File: src/logic/rstc_pkg.sv
package rstc_pkg;
  // ****************************************
  // register indices (byte address = index*4)
  // ****************************************
  localparam logic [7:0] RSTC_IDX_FCORR_HI   = 8'h1B;
  localparam logic [7:0] RSTC_IDX_FCORR_LO   = 8'h1C;
  localparam logic [7:0] RSTC_IDX_FERR_HI    = 8'h1D;
  localparam logic [7:0] RSTC_IDX_FERR_LO    = 8'h1E;
  localparam logic [7:0] RSTC_IDX_PDET_CFG   = 8'h1F;
  localparam logic [7:0] RSTC_IDX_RSSI_TO    = 8'h20;
  localparam logic [7:0] RSTC_IDX_PRE_TO     = 8'h21;
  localparam logic [7:0] RSTC_IDX_SYNC_TO    = 8'h22;
  localparam logic [7:0] RSTC_IDX_RST_DLY    = 8'h23;
  localparam logic [7:0] RSTC_IDX_OSC        = 8'h24;
  localparam logic [7:0] RSTC_IDX_TXPRE_HI   = 8'h25;
  localparam logic [7:0] RSTC_IDX_TXPRE_LO   = 8'h26;
  localparam logic [7:0] RSTC_IDX_SYNC_CFG   = 8'h27;
  localparam logic [7:0] RSTC_IDX_IRQ_STAT   = 8'h40;
  localparam logic [7:0] RSTC_IDX_IRQ_MASK   = 8'h41;
  localparam logic [7:0] RSTC_IDX_MODE_CTRL  = 8'h42;
  // ****************************************
  // reset values
  // ****************************************
  localparam logic [7:0] RSTC_RST_PDET_CFG   = 8'hAA; // on, 2 bytes, tol 0x0A
  localparam logic [2:0] RSTC_RST_CLKSEL     = 3'h7;
  localparam logic [7:0] RSTC_RST_TXPRE_LO   = 8'h03;
  localparam logic [7:0] RSTC_RST_SYNC_CFG   = 8'h93; // restart 10, sync on, size 3
  // ****************************************
  // field positions and codes
  // ****************************************
  localparam int         RSTC_POS_PDET_EN    = 7;
  localparam int         RSTC_POS_RCCAL      = 3;
  localparam int         RSTC_POS_POLARITY   = 5;
  localparam int         RSTC_POS_SYNC_EN    = 4;
  localparam int         RSTC_POS_FILL       = 3;
  localparam logic [1:0] RSTC_PDET_RESERVED  = 2'h3;
  localparam logic [2:0] RSTC_CLK_RC         = 3'h6;
  localparam logic [2:0] RSTC_CLK_OFF        = 3'h7;
  localparam logic [1:0] RSTC_RESTART_OFF    = 2'h0;
  localparam logic [1:0] RSTC_RESTART_NOWAIT = 2'h1;
  localparam logic [1:0] RSTC_RESTART_LOCK   = 2'h2;
  localparam logic [7:0] RSTC_PATTERN_POS    = 8'hAA;
  localparam logic [7:0] RSTC_PATTERN_NEG    = 8'h55;
  localparam int         RSTC_TO_BITS        = 16;
  localparam int         RSTC_DLY_BITS       = 4;
  localparam int         RSTC_CHIPS_PER_BIT  = 4;
  // ****************************************
  // status bits
  // ****************************************
  localparam int         RSTC_ST_RSSI_TO     = 0;
  localparam int         RSTC_ST_PRE_TO      = 1;
  localparam int         RSTC_ST_SYNC_TO     = 2;
  localparam int         RSTC_ST_PRE_DET     = 3;
  localparam int         RSTC_ST_RESTART     = 4;
endpackage

File: src/logic/rstc_regs.sv
`timescale 1ns/1ps
// Functional notes
// - correction is 16-bit signed, write replaces it
// - error shown as signed 16-bit count
// - preamble detector enable, gain phase overrides
// - size 00/01/10 = 1/2/3 bytes, 11 reserved
// - chip errors tolerated, four chips per bit
// - signal-strength timeout, count*16 bits, 0 off
// - preamble timeout, count*16 bits, 0 off
// - sync match timeout, count*16 bits, 0 off
// - restart delayed by count*4 bit periods
// - calibration trigger self-clears, standby only
// - clock out divider, rc or off
// - tx preamble 16-bit length, resets 3
// - auto restart off, nowait, wait lock
// - preamble pattern AA or 55
// - one sync enable for tx and rx
// - fifo fill after sync or while set
// - sync length size+1, or size compat
module rstc_regs
  import rstc_pkg::*;
(
  input  wire logic        mclk_in,            // system clock
  input  wire logic        resetn_in,          // async reset, active low
  input  wire logic        psel_in,            // apb select
  input  wire logic        penable_in,         // apb access phase
  input  wire logic        pwrite_in,          // apb direction
  input  wire logic [9:0]  paddr_in,           // apb byte address
  input  wire logic [31:0] pwdata_in,          // apb write data
  input  wire logic [15:0] freq_error_in,      // measured error from modem
  input  wire logic        bit_tick_in,        // one pulse per bit period
  input  wire logic        rx_start_in,        // pulse: receive mode entered
  input  wire logic        rx_active_in,       // level: receiving
  input  wire logic        rssi_event_in,      // pulse: signal above threshold
  input  wire logic        preamble_event_in,  // pulse: preamble detected
  input  wire logic        sync_event_in,      // pulse: sync match
  input  wire logic        packet_ok_in,       // pulse: valid packet
  input  wire logic        pll_lock_in,        // synthesizer locked
  input  wire logic        agc_phase_in,       // startup / gain phase
  input  wire logic        agc_pdet_en_in,     // gain-control detector enable
  input  wire logic        standby_in,         // chip in standby
  input  wire logic        xtal_clk_in,        // crystal clock, other domain
  input  wire logic        rc_clk_in,          // rc oscillator, other domain
  output logic [31:0]      prdata_out,         // apb read data
  output logic             pready_out,         // apb ready
  output logic             pslverr_out,        // apb error
  output logic             irq_out,            // level interrupt
  output logic [15:0]      freq_correction_out,// applied correction
  output logic             preamble_detect_enable_out,
  output logic [1:0]       preamble_detect_length_out,
  output logic [4:0]       preamble_chip_error_tolerance_out,
  output logic             rc_calibration_trigger_out,
  output logic             rc_osc_enable_out,
  output logic             clock_out,          // divided clock output
  output logic [15:0]      tx_preamble_length_out,
  output logic [7:0]       preamble_pattern_out,
  output logic             sync_word_enable_out,
  output logic             fifo_store_out,     // receive data may enter fifo
  output logic [3:0]       sync_word_length_out,
  output logic             rx_restart_out      // pulse: restart receiver
);

  // ****************************************
  // state
  // ****************************************
  typedef enum logic [1:0] {
    RSTC_RS_IDLE = 2'h0,
    RSTC_RS_DLY  = 2'h1,
    RSTC_RS_LOCK = 2'h3
  } rstc_rs_type;

  typedef struct packed {
    logic [15:0] fcorr;        // correction value
    logic [7:0]  ferr_lo_hold; // latched low byte
    logic [7:0]  pdet;         // detector config
    logic [7:0]  to_rssi;      // timeout counts
    logic [7:0]  to_pre;
    logic [7:0]  to_sync;
    logic [7:0]  rdly;         // restart delay
    logic [2:0]  clksel;       // clock out select
    logic [15:0] txpre;        // tx preamble length
    logic [7:0]  scfg;         // sync config
    logic        compat;       // home automation compat
    logic [4:0]  stat;         // sticky events
    logic [4:0]  mask;         // interrupt mask
    logic        rccal;        // calibration pulse
    logic [11:0] cnt_rssi;     // bit counters (count*16)
    logic [11:0] cnt_pre;
    logic [11:0] cnt_sync;
    logic        arm_rssi;     // timers running
    logic        arm_pre;
    logic        arm_sync;
    logic        synced;       // sync seen this packet
    rstc_rs_type rs;           // restart sequencer
    logic [9:0]  rcnt;         // restart delay counter
    logic        restart;
    logic [31:0] prdata;
    logic        pready;
    logic        pslverr;
    logic        irq;
    logic        pdet_en;
    logic        fstore;
    logic [7:0]  pattern;      // preamble pattern
    logic [3:0]  slen;         // sync word length
    logic        rcen;         // rc oscillator enable
  } rstc_st_type;

  rstc_st_type s_q;  // registered state
  rstc_st_type s_d;  // next state

  // crystal clock sync and divider (2 flops before use)
  logic [1:0] xs_q;   // xtal synchroniser
  logic [1:0] rs_q;   // rc synchroniser
  logic       xprev_q;
  logic [4:0] div_q;  // divider over sampled crystal edges
  logic       clk_q;

  // ****************************************
  // helpers
  // ****************************************
  // timeout limit: count * 16 bit periods
  function automatic logic [11:0] to_lim(input logic [7:0] c);
    to_lim = {c, 4'h0};
  endfunction

  logic [7:0] idx;  // register index from byte address
  assign idx = paddr_in[9:2];
  logic acc;        // access phase
  assign acc = psel_in & penable_in;

  // ****************************************
  // next-state logic
  // ****************************************
  always_comb begin
    logic [4:0] ev;
    logic [7:0] rd;
    logic       hit;
    ev = 5'h0;
    rd = 8'h0;
    hit = 1'b1;
    s_d = s_q;
    s_d.rccal   = 1'b0;
    s_d.restart = 1'b0;
    s_d.pready  = psel_in & ~penable_in;  // no wait state: ready in the first access cycle
    s_d.pslverr = 1'b0;
    // read mux
    unique case (idx)
      RSTC_IDX_FCORR_HI: rd = s_q.fcorr[15:8];
      RSTC_IDX_FCORR_LO: rd = s_q.fcorr[7:0];
      RSTC_IDX_FERR_HI:  rd = freq_error_in[15:8];
      RSTC_IDX_FERR_LO:  rd = s_q.ferr_lo_hold;
      RSTC_IDX_PDET_CFG: rd = s_q.pdet;
      RSTC_IDX_RSSI_TO:  rd = s_q.to_rssi;
      RSTC_IDX_PRE_TO:   rd = s_q.to_pre;
      RSTC_IDX_SYNC_TO:  rd = s_q.to_sync;
      RSTC_IDX_RST_DLY:  rd = s_q.rdly;
      RSTC_IDX_OSC:      rd = {5'h0, s_q.clksel};
      RSTC_IDX_TXPRE_HI: rd = s_q.txpre[15:8];
      RSTC_IDX_TXPRE_LO: rd = s_q.txpre[7:0];
      RSTC_IDX_SYNC_CFG: rd = s_q.scfg;
      RSTC_IDX_IRQ_STAT: rd = {3'h0, s_q.stat};
      RSTC_IDX_IRQ_MASK: rd = {3'h0, s_q.mask};
      RSTC_IDX_MODE_CTRL: rd = {7'h0, s_q.compat};
      default: hit = 1'b0;
    endcase
    // read data and error load with ready, so both stand at the completion edge
    if (psel_in && !penable_in) begin
      s_d.pslverr = ~hit;
      if (!pwrite_in) begin
        s_d.prdata = {24'h0, rd};
        if (idx == RSTC_IDX_FERR_HI) begin
          s_d.ferr_lo_hold = freq_error_in[7:0];
        end
      end
    end
    // writes take effect at the completion edge
    if (acc && s_q.pready) begin
      if (pwrite_in) begin
        unique case (idx)
          RSTC_IDX_FCORR_HI: s_d.fcorr[15:8] = pwdata_in[7:0];
          RSTC_IDX_FCORR_LO: s_d.fcorr[7:0]  = pwdata_in[7:0];
          RSTC_IDX_PDET_CFG: s_d.pdet = pwdata_in[7:0];
          RSTC_IDX_RSSI_TO:  s_d.to_rssi = pwdata_in[7:0];
          RSTC_IDX_PRE_TO:   s_d.to_pre = pwdata_in[7:0];
          RSTC_IDX_SYNC_TO:  s_d.to_sync = pwdata_in[7:0];
          RSTC_IDX_RST_DLY:  s_d.rdly = pwdata_in[7:0];
          RSTC_IDX_OSC: begin
            s_d.clksel = pwdata_in[2:0];
            s_d.rccal  = pwdata_in[RSTC_POS_RCCAL] & standby_in;
          end
          RSTC_IDX_TXPRE_HI: s_d.txpre[15:8] = pwdata_in[7:0];
          RSTC_IDX_TXPRE_LO: s_d.txpre[7:0]  = pwdata_in[7:0];
          RSTC_IDX_SYNC_CFG: s_d.scfg = pwdata_in[7:0];
          RSTC_IDX_IRQ_MASK: s_d.mask = pwdata_in[4:0];
          RSTC_IDX_MODE_CTRL: s_d.compat = pwdata_in[0];
          default: ;
        endcase
      end
    end
    // timeout timers: start on receive entry, stop on their event
    if (rx_start_in) begin
      s_d.arm_rssi = (s_q.to_rssi != 8'h00);
      s_d.arm_pre  = (s_q.to_pre != 8'h00);
      s_d.arm_sync = (s_q.to_sync != 8'h00);
      s_d.cnt_rssi = 12'h0;
      s_d.cnt_pre  = 12'h0;
      s_d.cnt_sync = 12'h0;
      s_d.synced   = 1'b0;
    end else begin
      if (rssi_event_in) s_d.arm_rssi = 1'b0;
      if (preamble_event_in) s_d.arm_pre = 1'b0;
      if (sync_event_in) begin
        s_d.arm_sync = 1'b0;
        s_d.synced   = 1'b1;
      end
      if (bit_tick_in) begin
        if (s_q.arm_rssi && !rssi_event_in) begin
          s_d.cnt_rssi = s_q.cnt_rssi + 12'h1;
          if (s_d.cnt_rssi == to_lim(s_q.to_rssi)) begin
            ev[RSTC_ST_RSSI_TO] = 1'b1;
            s_d.arm_rssi = 1'b0;
          end
        end
        if (s_q.arm_pre && !preamble_event_in) begin
          s_d.cnt_pre = s_q.cnt_pre + 12'h1;
          if (s_d.cnt_pre == to_lim(s_q.to_pre)) begin
            ev[RSTC_ST_PRE_TO] = 1'b1;
            s_d.arm_pre = 1'b0;
          end
        end
        if (s_q.arm_sync && !sync_event_in) begin
          s_d.cnt_sync = s_q.cnt_sync + 12'h1;
          if (s_d.cnt_sync == to_lim(s_q.to_sync)) begin
            ev[RSTC_ST_SYNC_TO] = 1'b1;
            s_d.arm_sync = 1'b0;
          end
        end
      end
    end
    if (!rx_active_in) s_d.synced = 1'b0;
    ev[RSTC_ST_PRE_DET] = preamble_event_in;
    // restart sequencer after a valid packet
    unique case (s_q.rs)
      RSTC_RS_IDLE: begin
        if (packet_ok_in && s_q.scfg[7:6] != RSTC_RESTART_OFF &&
            s_q.scfg[7:6] != 2'h3) begin
          s_d.rs   = RSTC_RS_DLY;
          s_d.rcnt = 10'h0;
        end
      end
      RSTC_RS_DLY: begin
        if (s_q.rcnt == {s_q.rdly, 2'h0}) begin
          s_d.rs = (s_q.scfg[7:6] == RSTC_RESTART_LOCK) ? RSTC_RS_LOCK : RSTC_RS_IDLE;
          s_d.restart = (s_q.scfg[7:6] == RSTC_RESTART_NOWAIT);
        end else if (bit_tick_in) begin
          s_d.rcnt = s_q.rcnt + 10'h1;
        end
      end
      RSTC_RS_LOCK: begin
        if (pll_lock_in) begin
          s_d.rs      = RSTC_RS_IDLE;
          s_d.restart = 1'b1;
        end
      end
      default: s_d.rs = RSTC_RS_IDLE;
    endcase
    ev[RSTC_ST_RESTART] = s_d.restart;
    // sticky status: set wins over read-clear
    if (acc && s_q.pready && !pwrite_in && idx == RSTC_IDX_IRQ_STAT) begin
      // clear only the bits that were reported; later events survive
      s_d.stat = (s_q.stat & ~s_q.prdata[4:0]) | ev;
    end else begin
      s_d.stat = s_q.stat | ev;
    end
    s_d.irq = |(s_d.stat & s_d.mask);
    // detector enable: gain phase overrides register bit
    s_d.pdet_en = agc_phase_in ? agc_pdet_en_in : s_d.pdet[RSTC_POS_PDET_EN];
    // fifo fill condition
    s_d.fstore = rx_active_in & (s_d.scfg[RSTC_POS_FILL] |
                 (s_d.scfg[RSTC_POS_SYNC_EN] & (s_d.synced | sync_event_in)));
    // decoded config outputs, registered so every output leaves a flop
    s_d.pattern = s_d.scfg[RSTC_POS_POLARITY] ? RSTC_PATTERN_NEG : RSTC_PATTERN_POS;
    s_d.slen    = s_d.compat ? {1'b0, s_d.scfg[2:0]} : {1'b0, s_d.scfg[2:0]} + 4'h1;
    s_d.rcen    = (s_d.clksel == RSTC_CLK_RC);
  end

  // ****************************************
  // state register
  // ****************************************
  always_ff @(posedge mclk_in or negedge resetn_in) begin
    if (!resetn_in) begin
      s_q        <= '0;
      s_q.pdet   <= RSTC_RST_PDET_CFG;
      s_q.clksel <= RSTC_RST_CLKSEL;
      s_q.txpre  <= {8'h00, RSTC_RST_TXPRE_LO};
      s_q.scfg   <= RSTC_RST_SYNC_CFG;
      s_q.rs     <= RSTC_RS_IDLE;
      s_q.pdet_en <= 1'b1;
      s_q.pattern <= RSTC_PATTERN_POS;
      s_q.slen    <= {1'b0, RSTC_RST_SYNC_CFG[2:0]} + 4'h1;
    end else begin
      s_q <= s_d;
    end
  end

  // ****************************************
  // clock output: sampled crystal divided, or sampled rc
  // ****************************************
  // limitation: output is rebuilt from sampled edges, so only slow sources pass cleanly
  always_ff @(posedge mclk_in or negedge resetn_in) begin
    if (!resetn_in) begin
      xs_q    <= 2'h0;
      rs_q    <= 2'h0;
      xprev_q <= 1'b0;
      div_q   <= 5'h0;
      clk_q   <= 1'b0;
    end else begin
      xs_q    <= {xs_q[0], xtal_clk_in};
      rs_q    <= {rs_q[0], rc_clk_in};
      xprev_q <= xs_q[1];
      if (xs_q[1] & ~xprev_q) div_q <= div_q + 5'h1;
      unique case (s_q.clksel)
        RSTC_CLK_RC:  clk_q <= rs_q[1];
        RSTC_CLK_OFF: clk_q <= 1'b0;
        3'h0:         clk_q <= xs_q[1];
        default:      clk_q <= div_q[s_q.clksel - 3'h1];
      endcase
    end
  end

  // ****************************************
  // outputs
  // ****************************************
  assign prdata_out  = s_q.prdata;
  assign pready_out  = s_q.pready;
  assign pslverr_out = s_q.pslverr;
  assign irq_out     = s_q.irq;
  assign freq_correction_out = s_q.fcorr;
  assign preamble_detect_enable_out = s_q.pdet_en;
  assign preamble_detect_length_out = s_q.pdet[6:5];
  assign preamble_chip_error_tolerance_out = s_q.pdet[4:0];
  assign rc_calibration_trigger_out = s_q.rccal;
  assign rc_osc_enable_out = s_q.rcen;
  assign clock_out = clk_q;
  assign tx_preamble_length_out = s_q.txpre;
  assign preamble_pattern_out = s_q.pattern;
  assign sync_word_enable_out = s_q.scfg[RSTC_POS_SYNC_EN];
  assign fifo_store_out = s_q.fstore;
  assign sync_word_length_out = s_q.slen;
  assign rx_restart_out = s_q.restart;

  // ****************************************
  // checks
  // ****************************************
  property p_cal_pulse;
    @(posedge mclk_in) disable iff (!resetn_in) rc_calibration_trigger_out |=> !rc_calibration_trigger_out;
  endproperty
  a_cal_pulse: assert property (p_cal_pulse) else $error("cal trigger not one cycle");
  property p_pdet_override;
    @(posedge mclk_in) disable iff (!resetn_in) agc_phase_in |=> preamble_detect_enable_out == $past(agc_pdet_en_in);
  endproperty
  a_pdet_override: assert property (p_pdet_override) else $error("gain phase override lost");
  property p_sync_len;
    @(posedge mclk_in) disable iff (!resetn_in)
      !s_q.compat |-> sync_word_length_out == {1'b0, s_q.scfg[2:0]} + 4'h1;
  endproperty
  a_sync_len: assert property (p_sync_len) else $error("sync length wrong");
  property p_pattern;
    @(posedge mclk_in) disable iff (!resetn_in)
      !s_q.scfg[RSTC_POS_POLARITY] |-> preamble_pattern_out == 8'hAA;
  endproperty
  a_pattern: assert property (p_pattern) else $error("preamble pattern wrong");
  property p_rssi_to;
    @(posedge mclk_in) disable iff (!resetn_in) rx_start_in && s_q.to_rssi == 8'h00 |=> !s_q.arm_rssi;
  endproperty
  a_rssi_to: assert property (p_rssi_to) else $error("zero count not disabled");
  property p_irq;
    @(posedge mclk_in) disable iff (!resetn_in) (|(s_q.stat & s_q.mask)) |-> irq_out;
  endproperty
  a_irq: assert property (p_irq) else $error("irq not raised");
  property p_fill;
    @(posedge mclk_in) disable iff (!resetn_in) fifo_store_out |-> $past(rx_active_in);
  endproperty
  a_fill: assert property (p_fill) else $error("fifo store outside receive");
  property p_restart_off;
    @(posedge mclk_in) disable iff (!resetn_in)
      s_q.rs == RSTC_RS_IDLE && s_q.scfg[7:6] == RSTC_RESTART_OFF |=> !rx_restart_out;
  endproperty
  a_restart_off: assert property (p_restart_off) else $error("restart while off");

endmodule // rstc_regs

File: config.mk
export PLATFORM = sky130hd
export DESIGN_NAME = rstc_regs
export DESIGN_NICKNAME = d
export VERILOG_FILES = /design/src/logic/rstc_pkg.sv /design/src/logic/rstc_regs.sv
export SDC_FILE = /design/constraint.sdc
export NUM_CORES = 1
export LEC_CHECK = 0
export BUFFER_PORTS_ARGS = -buffer_cell sky130_fd_sc_hd__buf_2
export CAP_MARGIN = 20
export CORE_UTILIZATION = 55
export DETAILED_ROUTE_END_ITERATION = 8
export GPL_ROUTABILITY_DRIVEN = 0
export HOLD_SLACK_MARGIN = 0.12
export PLACE_DENSITY = 0.84
export SLEW_MARGIN = 10
export SYNTH_ARGS = -nofsm -noshare
export SYNTH_HDL_FRONTEND = slang
export SYNTH_SLANG_ARGS = --single-unit
File: constraint.sdc
create_clock -name mclk_in -period 3.5 [get_ports mclk_in]
set_input_delay 0.7 -clock mclk_in [delete_from_list [all_inputs] [get_ports mclk_in]]
set_output_delay 0.7 -clock mclk_in [all_outputs]
set_load 0.01 [all_outputs]
* After elaboration in Yosys (flattened, before gate mapping) *
Index checks and enable logic that the tools add are counted.

storage, ports and cells
  register bits after elaboration = 193
  bits in latches = 0
  RAM bits = 0
  bits in read-only memories = 0
  bits of input ports = 76
  logic and storage cells = 204
  memories = 0

cells by class
  add/subtract/negate cells = 7
  multipliers = 0
  divide/modulo/power cells = 0
  $lt $le $gt $ge = 1
  equality and inequality tests = 33
  shift-type cells = 0
  mux-type cells = 60
  bitwise logic cells = 17
  reductions and logical operators = 44

operators with widths
  kind                   count
  $mux 68                2
  $pmux 8 s16            1
  $mux 8                 9
  $eq 8x6->1 const B     8
  $mux 12                4
  $eq 8x5->1 const B     5
  $mux 40                1
  $mux 39                1
  $add 12x1->12 const B  3
  $eq 12x12->1           3
  $reduce_and 3->1       12
  $eq 8x7->1 const B     3
  $reduce_bool 8->1      3
  $mux 1                 23
  $mux 10                2
  $pmux 10 s2            1
  $reduce_or 16->1       1
  $mux 6                 2
  $ne 2x2->1 const B     6
  $reduce_bool 2->1      6
  $add 10x1->10 const B  1
  $and 5x5->5            2
  $eq 10x10->1           1
  $mux 5                 2
  other kinds (26)       60

* Logic depth before layout (Yosys ltp) *
  depth in word-level cells = 11
  mapped depth = 10
  mapped depth without buffers = 9

* Least setup slack after synthesis *
OpenSTA, ideal clock, no wires.

  kind = input -> register
  from = in paddr_in[9]
  to = reg s_q (netlist bit sync_word_length_out[1])
  setup time = 0.125 ns
  arrival time = 2.680 ns
  data required time = 3.375 ns
  setup slack = 0.695 ns
  stages on the path = 9
  buffers on the path = 1
  cell sequence = nor2_1 and3_1 buf_2 nand2_2 nor3_4 mux2i_1 inv_1 ha_1 mux2_2

RTL lines
  element          RTL line          text
  start, declared  rstc_regs.sv:28   input wire logic [9:0] paddr_in,
  end, declared    rstc_regs.sv:108  rstc_st_type s_q;

* Worst setup path in the final report *
  from = in paddr_in[3]
  to = reg s_q (netlist bit prdata_out[6])

on the way
  longest elaborated chain between the ends = 2

RTL lines
  element                             RTL line          text
  $eq 8x7->1 (tied with other cells)  rstc_regs.sv:147  unique case (idx)
  $pmux 8 s16 *                       rstc_regs.sv:147

Mark *: on every way between the ends. The rest lies on a longest branch, timed or not.
A chain may end at the register's enable or synchronous reset.

==> flow_summary.toml <==
[status]
status = "finished clean"

[logic_synthesis]
ys_warn_count = 0
ys_seq_area_share_pct = 44.6
ys_seq_elements = 186
ys.flop_type = "dfrtp_1"
postSynthCellCount = 1009
synth_fa_ha_area_share_pct = 1.31
yosys.area_share.simple_pct = 16.3
synthMuxAreaShare_pct = 13.6
synth-xor-area-share_pct = 5.93
synth_top_family_by_area = "simple AND/OR/NAND/NOR gates"
synth_compound_area_share_pct = 9.26
synth.distinct_cells = 78
async_reset_ff_share_pct = 100
syn_area_um2 = 10500
syn_area_per_cell_um2 = 10.4
synth-edff-count = 0

[global_routing]
track_usage_pct = 27.6
grt_pass1_wl_um = 41700
grt_overflow_total = 0
antenna_found_initial = 0
grt_max_degree = 86
grt_pass1_vias = 7743

[sta]
slew_headroom_pct = 45.3
holdWs_ns = 0.331
slew_violations = 0
setup_viol = 0
skew_ns = 0.0155
hold_violations = 0
period_minus_slack_ns = 2.64
grt_setup_unrepaired = "false"
worst_slack_ns = 0.859
tightestPinTransition_ns = 0.821
tns_ns = 0
finalCritPeriodShare_pct = 75.5
max_freq_mhz = 379

[die]
initial_core_util_pct = 56.1
io_pins = 169
dieArea_um2 = 19600
die_y_um = 140
die_w_um = 140
rows = 50
core_area_um2 = 18700

[routing]
drc_errors = 0
first_iter_violations = 823
ant_nets = 0
wl_um = 26300
first_pass_iters = 7
vias = 8074
avgViaCountPerCell = 6.20
wl_per_cell_um = 20.2

[cts]
hold_buffers = 0
insertion_delay_ns = 0.45
cts_made_buffers = 17
clk_pin_slew_ns = 0.07
cts_resized = 0
h-tree-depth = 4
clockBufferDepth = 2
root_buffer = "clkbuf_16"
cts_tree = "yes"
cts_sinks = 186
post_cts_buffers = 0

[final_layout]
regArea_um2 = 4670
area_growth_pct = 8.92
fill_cells = 1433
num_antenna_cells = 0
nets = 1143
drive_above_1_share_pct = 28.9
multi_input_comb_area_um2 = 4960

[critical_path]
critPathMaxStageDelay_ns = 0.61
worst-path-buf-inv = 2
end_kind = "register"
startpoint_type = "input port"
crit_fanout = 26
reg2reg_depth = 6
cpLargestDelayFamily = "buffers and inverters"
arrival_ns = 2.98
required_ns = 3.84
criticalPathCategory = "in -> reg"
crit_slowest_cell = "a221oi_1"
worst-path-stages = 7
path_cells = "buf_2 -> buf_4 -> nand2b_1 -> nor2_1 -> a221oi_1 -> nand4_1 -> o21a_1"

[min_path]
hp-class = "in -> async"

[flow_run]
max_cap_violations = 0

[placed_design]
dp_hpwl_um = 18400
port_buffers = 118
pre_cts_slack_ns = 0.566

[power]
vdd_drop_max_v = 0.000371
totalPowerFinal_w = 0.00473
powerDensity_nw_per_um2 = 414
leakage_nw = 5.34
## placed cells by master, fill, tap and decap left out, drive strengths merged, types with 35 or more instances in the layout
cell type,netlist,layout
a21oi,35,35
inv,27,35
dfrtp,170,170
mux2,94,94
nor2,78,78
nand2,60,60
nand3,39,39
buf,99,135
xnor2,35,35
xor2,36,36
## synth_stat cells (21+ instances only)
library cell    n  share of area, %
nor2_1         77               2.8
xnor2_1        35               2.9
nand4_1        25               1.5
xor2_1         36               3.0
mux2i_1        28               2.7
nand2_1        59               2.1
dfrtp_1       170                41
a21oi_1        35               1.7
nor3_1         21               1.0
clkbuf_1       31               1.1
o21ai_0        31               1.5
buf_4          83               5.9
inv_1          27              0.97
nand3_1        38               1.8
mux2_2         94                10
## power by group
part | leakage (nW) | total (W) | internal, W | switching (W)
clock network | 0.315 | 0.00212 | 0.00122 | 0.000900
registers | 2.47 | 0.00228 | 0.00221 | 0.0000639
logic | 2.56 | 0.000336 | 0.000128 | 0.000208
total | 5.34 | 0.00473 | 0.00356 | 0.00117
## metal layers
layer	up-vias	GRT usage (%)	share of wire (%)
li1	3592	-	-
met1	3986	37.0	41
met2	411	44.3	48
met3	85	4.24	7.4
met4	0	12.8	3.8
met5	-	0	0
## cell families after synthesis
logic type,count (synthesis)
AO/OA/AOI/OAI,146
adder cells (fa/ha/maj),11
other,1
XOR/XNOR,71
buffers and inverters,158
flip-flops,186
AND/OR/NAND/NOR,310
multiplexers,126
## cell type report
type / count / share of cell area, %
Clock inverter: 14 / 1.83
Tap cell: 234 / 2.56
Inverter: 27 / 0.887
Timing Repair Buffer: 136 / 6.65
Clock buffer: 18 / 3.76
Sequential cell: 186 / 40.9
Multi-Input combinational cell: 688 / 43.4
## flip-flops by register name, indices dropped and copies added, names as in the netlist
name and count:
sync_word_length_out 4, preamble_detect_length_out 2, sync_word_enable_out 1, xprev_q 1, irq_out 1, preamble_detect_enable_out 1
preamble_pattern_out 2, pready_out 1, rc_osc_enable_out 1, rc_calibration_trigger_out 1, preamble_chip_error_tolerance_out 5, rx_restart_out 1
xs_q 2, div_q 5, freq_correction_out 16, tx_preamble_length_out 16, rs_q 2, prdata_out 8
fifo_store_out 1, s_q 113, clock_out 1, pslverr_out 1
## final timing paths
kind	start	end	slack, ns
worst max-delay path	paddr_in[3]	prdata_out[6]	0.86
min in group mclk_in	rs_q[0]	rs_q[1]	0.35
max in group asynchronous	resetn_in	s_q[139]	2.40
worst max register to register	s_q[122]	s_q[58]	1.01
worst min-delay path	resetn_in	s_q[83]	0.33
worst min register to register	rs_q[0]	rs_q[1]	0.35
## worst reg2reg max path, stage by stage (launching register included)
cell and delay, ns:
dfstp_2 0.61, xnor2_1 0.14, nor4b_4 0.51, a41o_1 0.37
nand3_2 0.12, or4_1 0.52, a21oi_1 0.15
## per-stage QoR
step / std cells / area, um2 / util (%)
4_1_cts: 1303 / 11400 / 61.1
2_1_floorplan: 1032 / 10600 / -
3_3_place_gp: 1271 / 10800 / 57.7
6_report: 1303 / 11400 / 61.1
5_1_grt: 1303 / 11400 / 61.1
3_5_place_dp: 1271 / 10800 / 57.7
No activity file was read; power rests on OpenSTA's default activity.
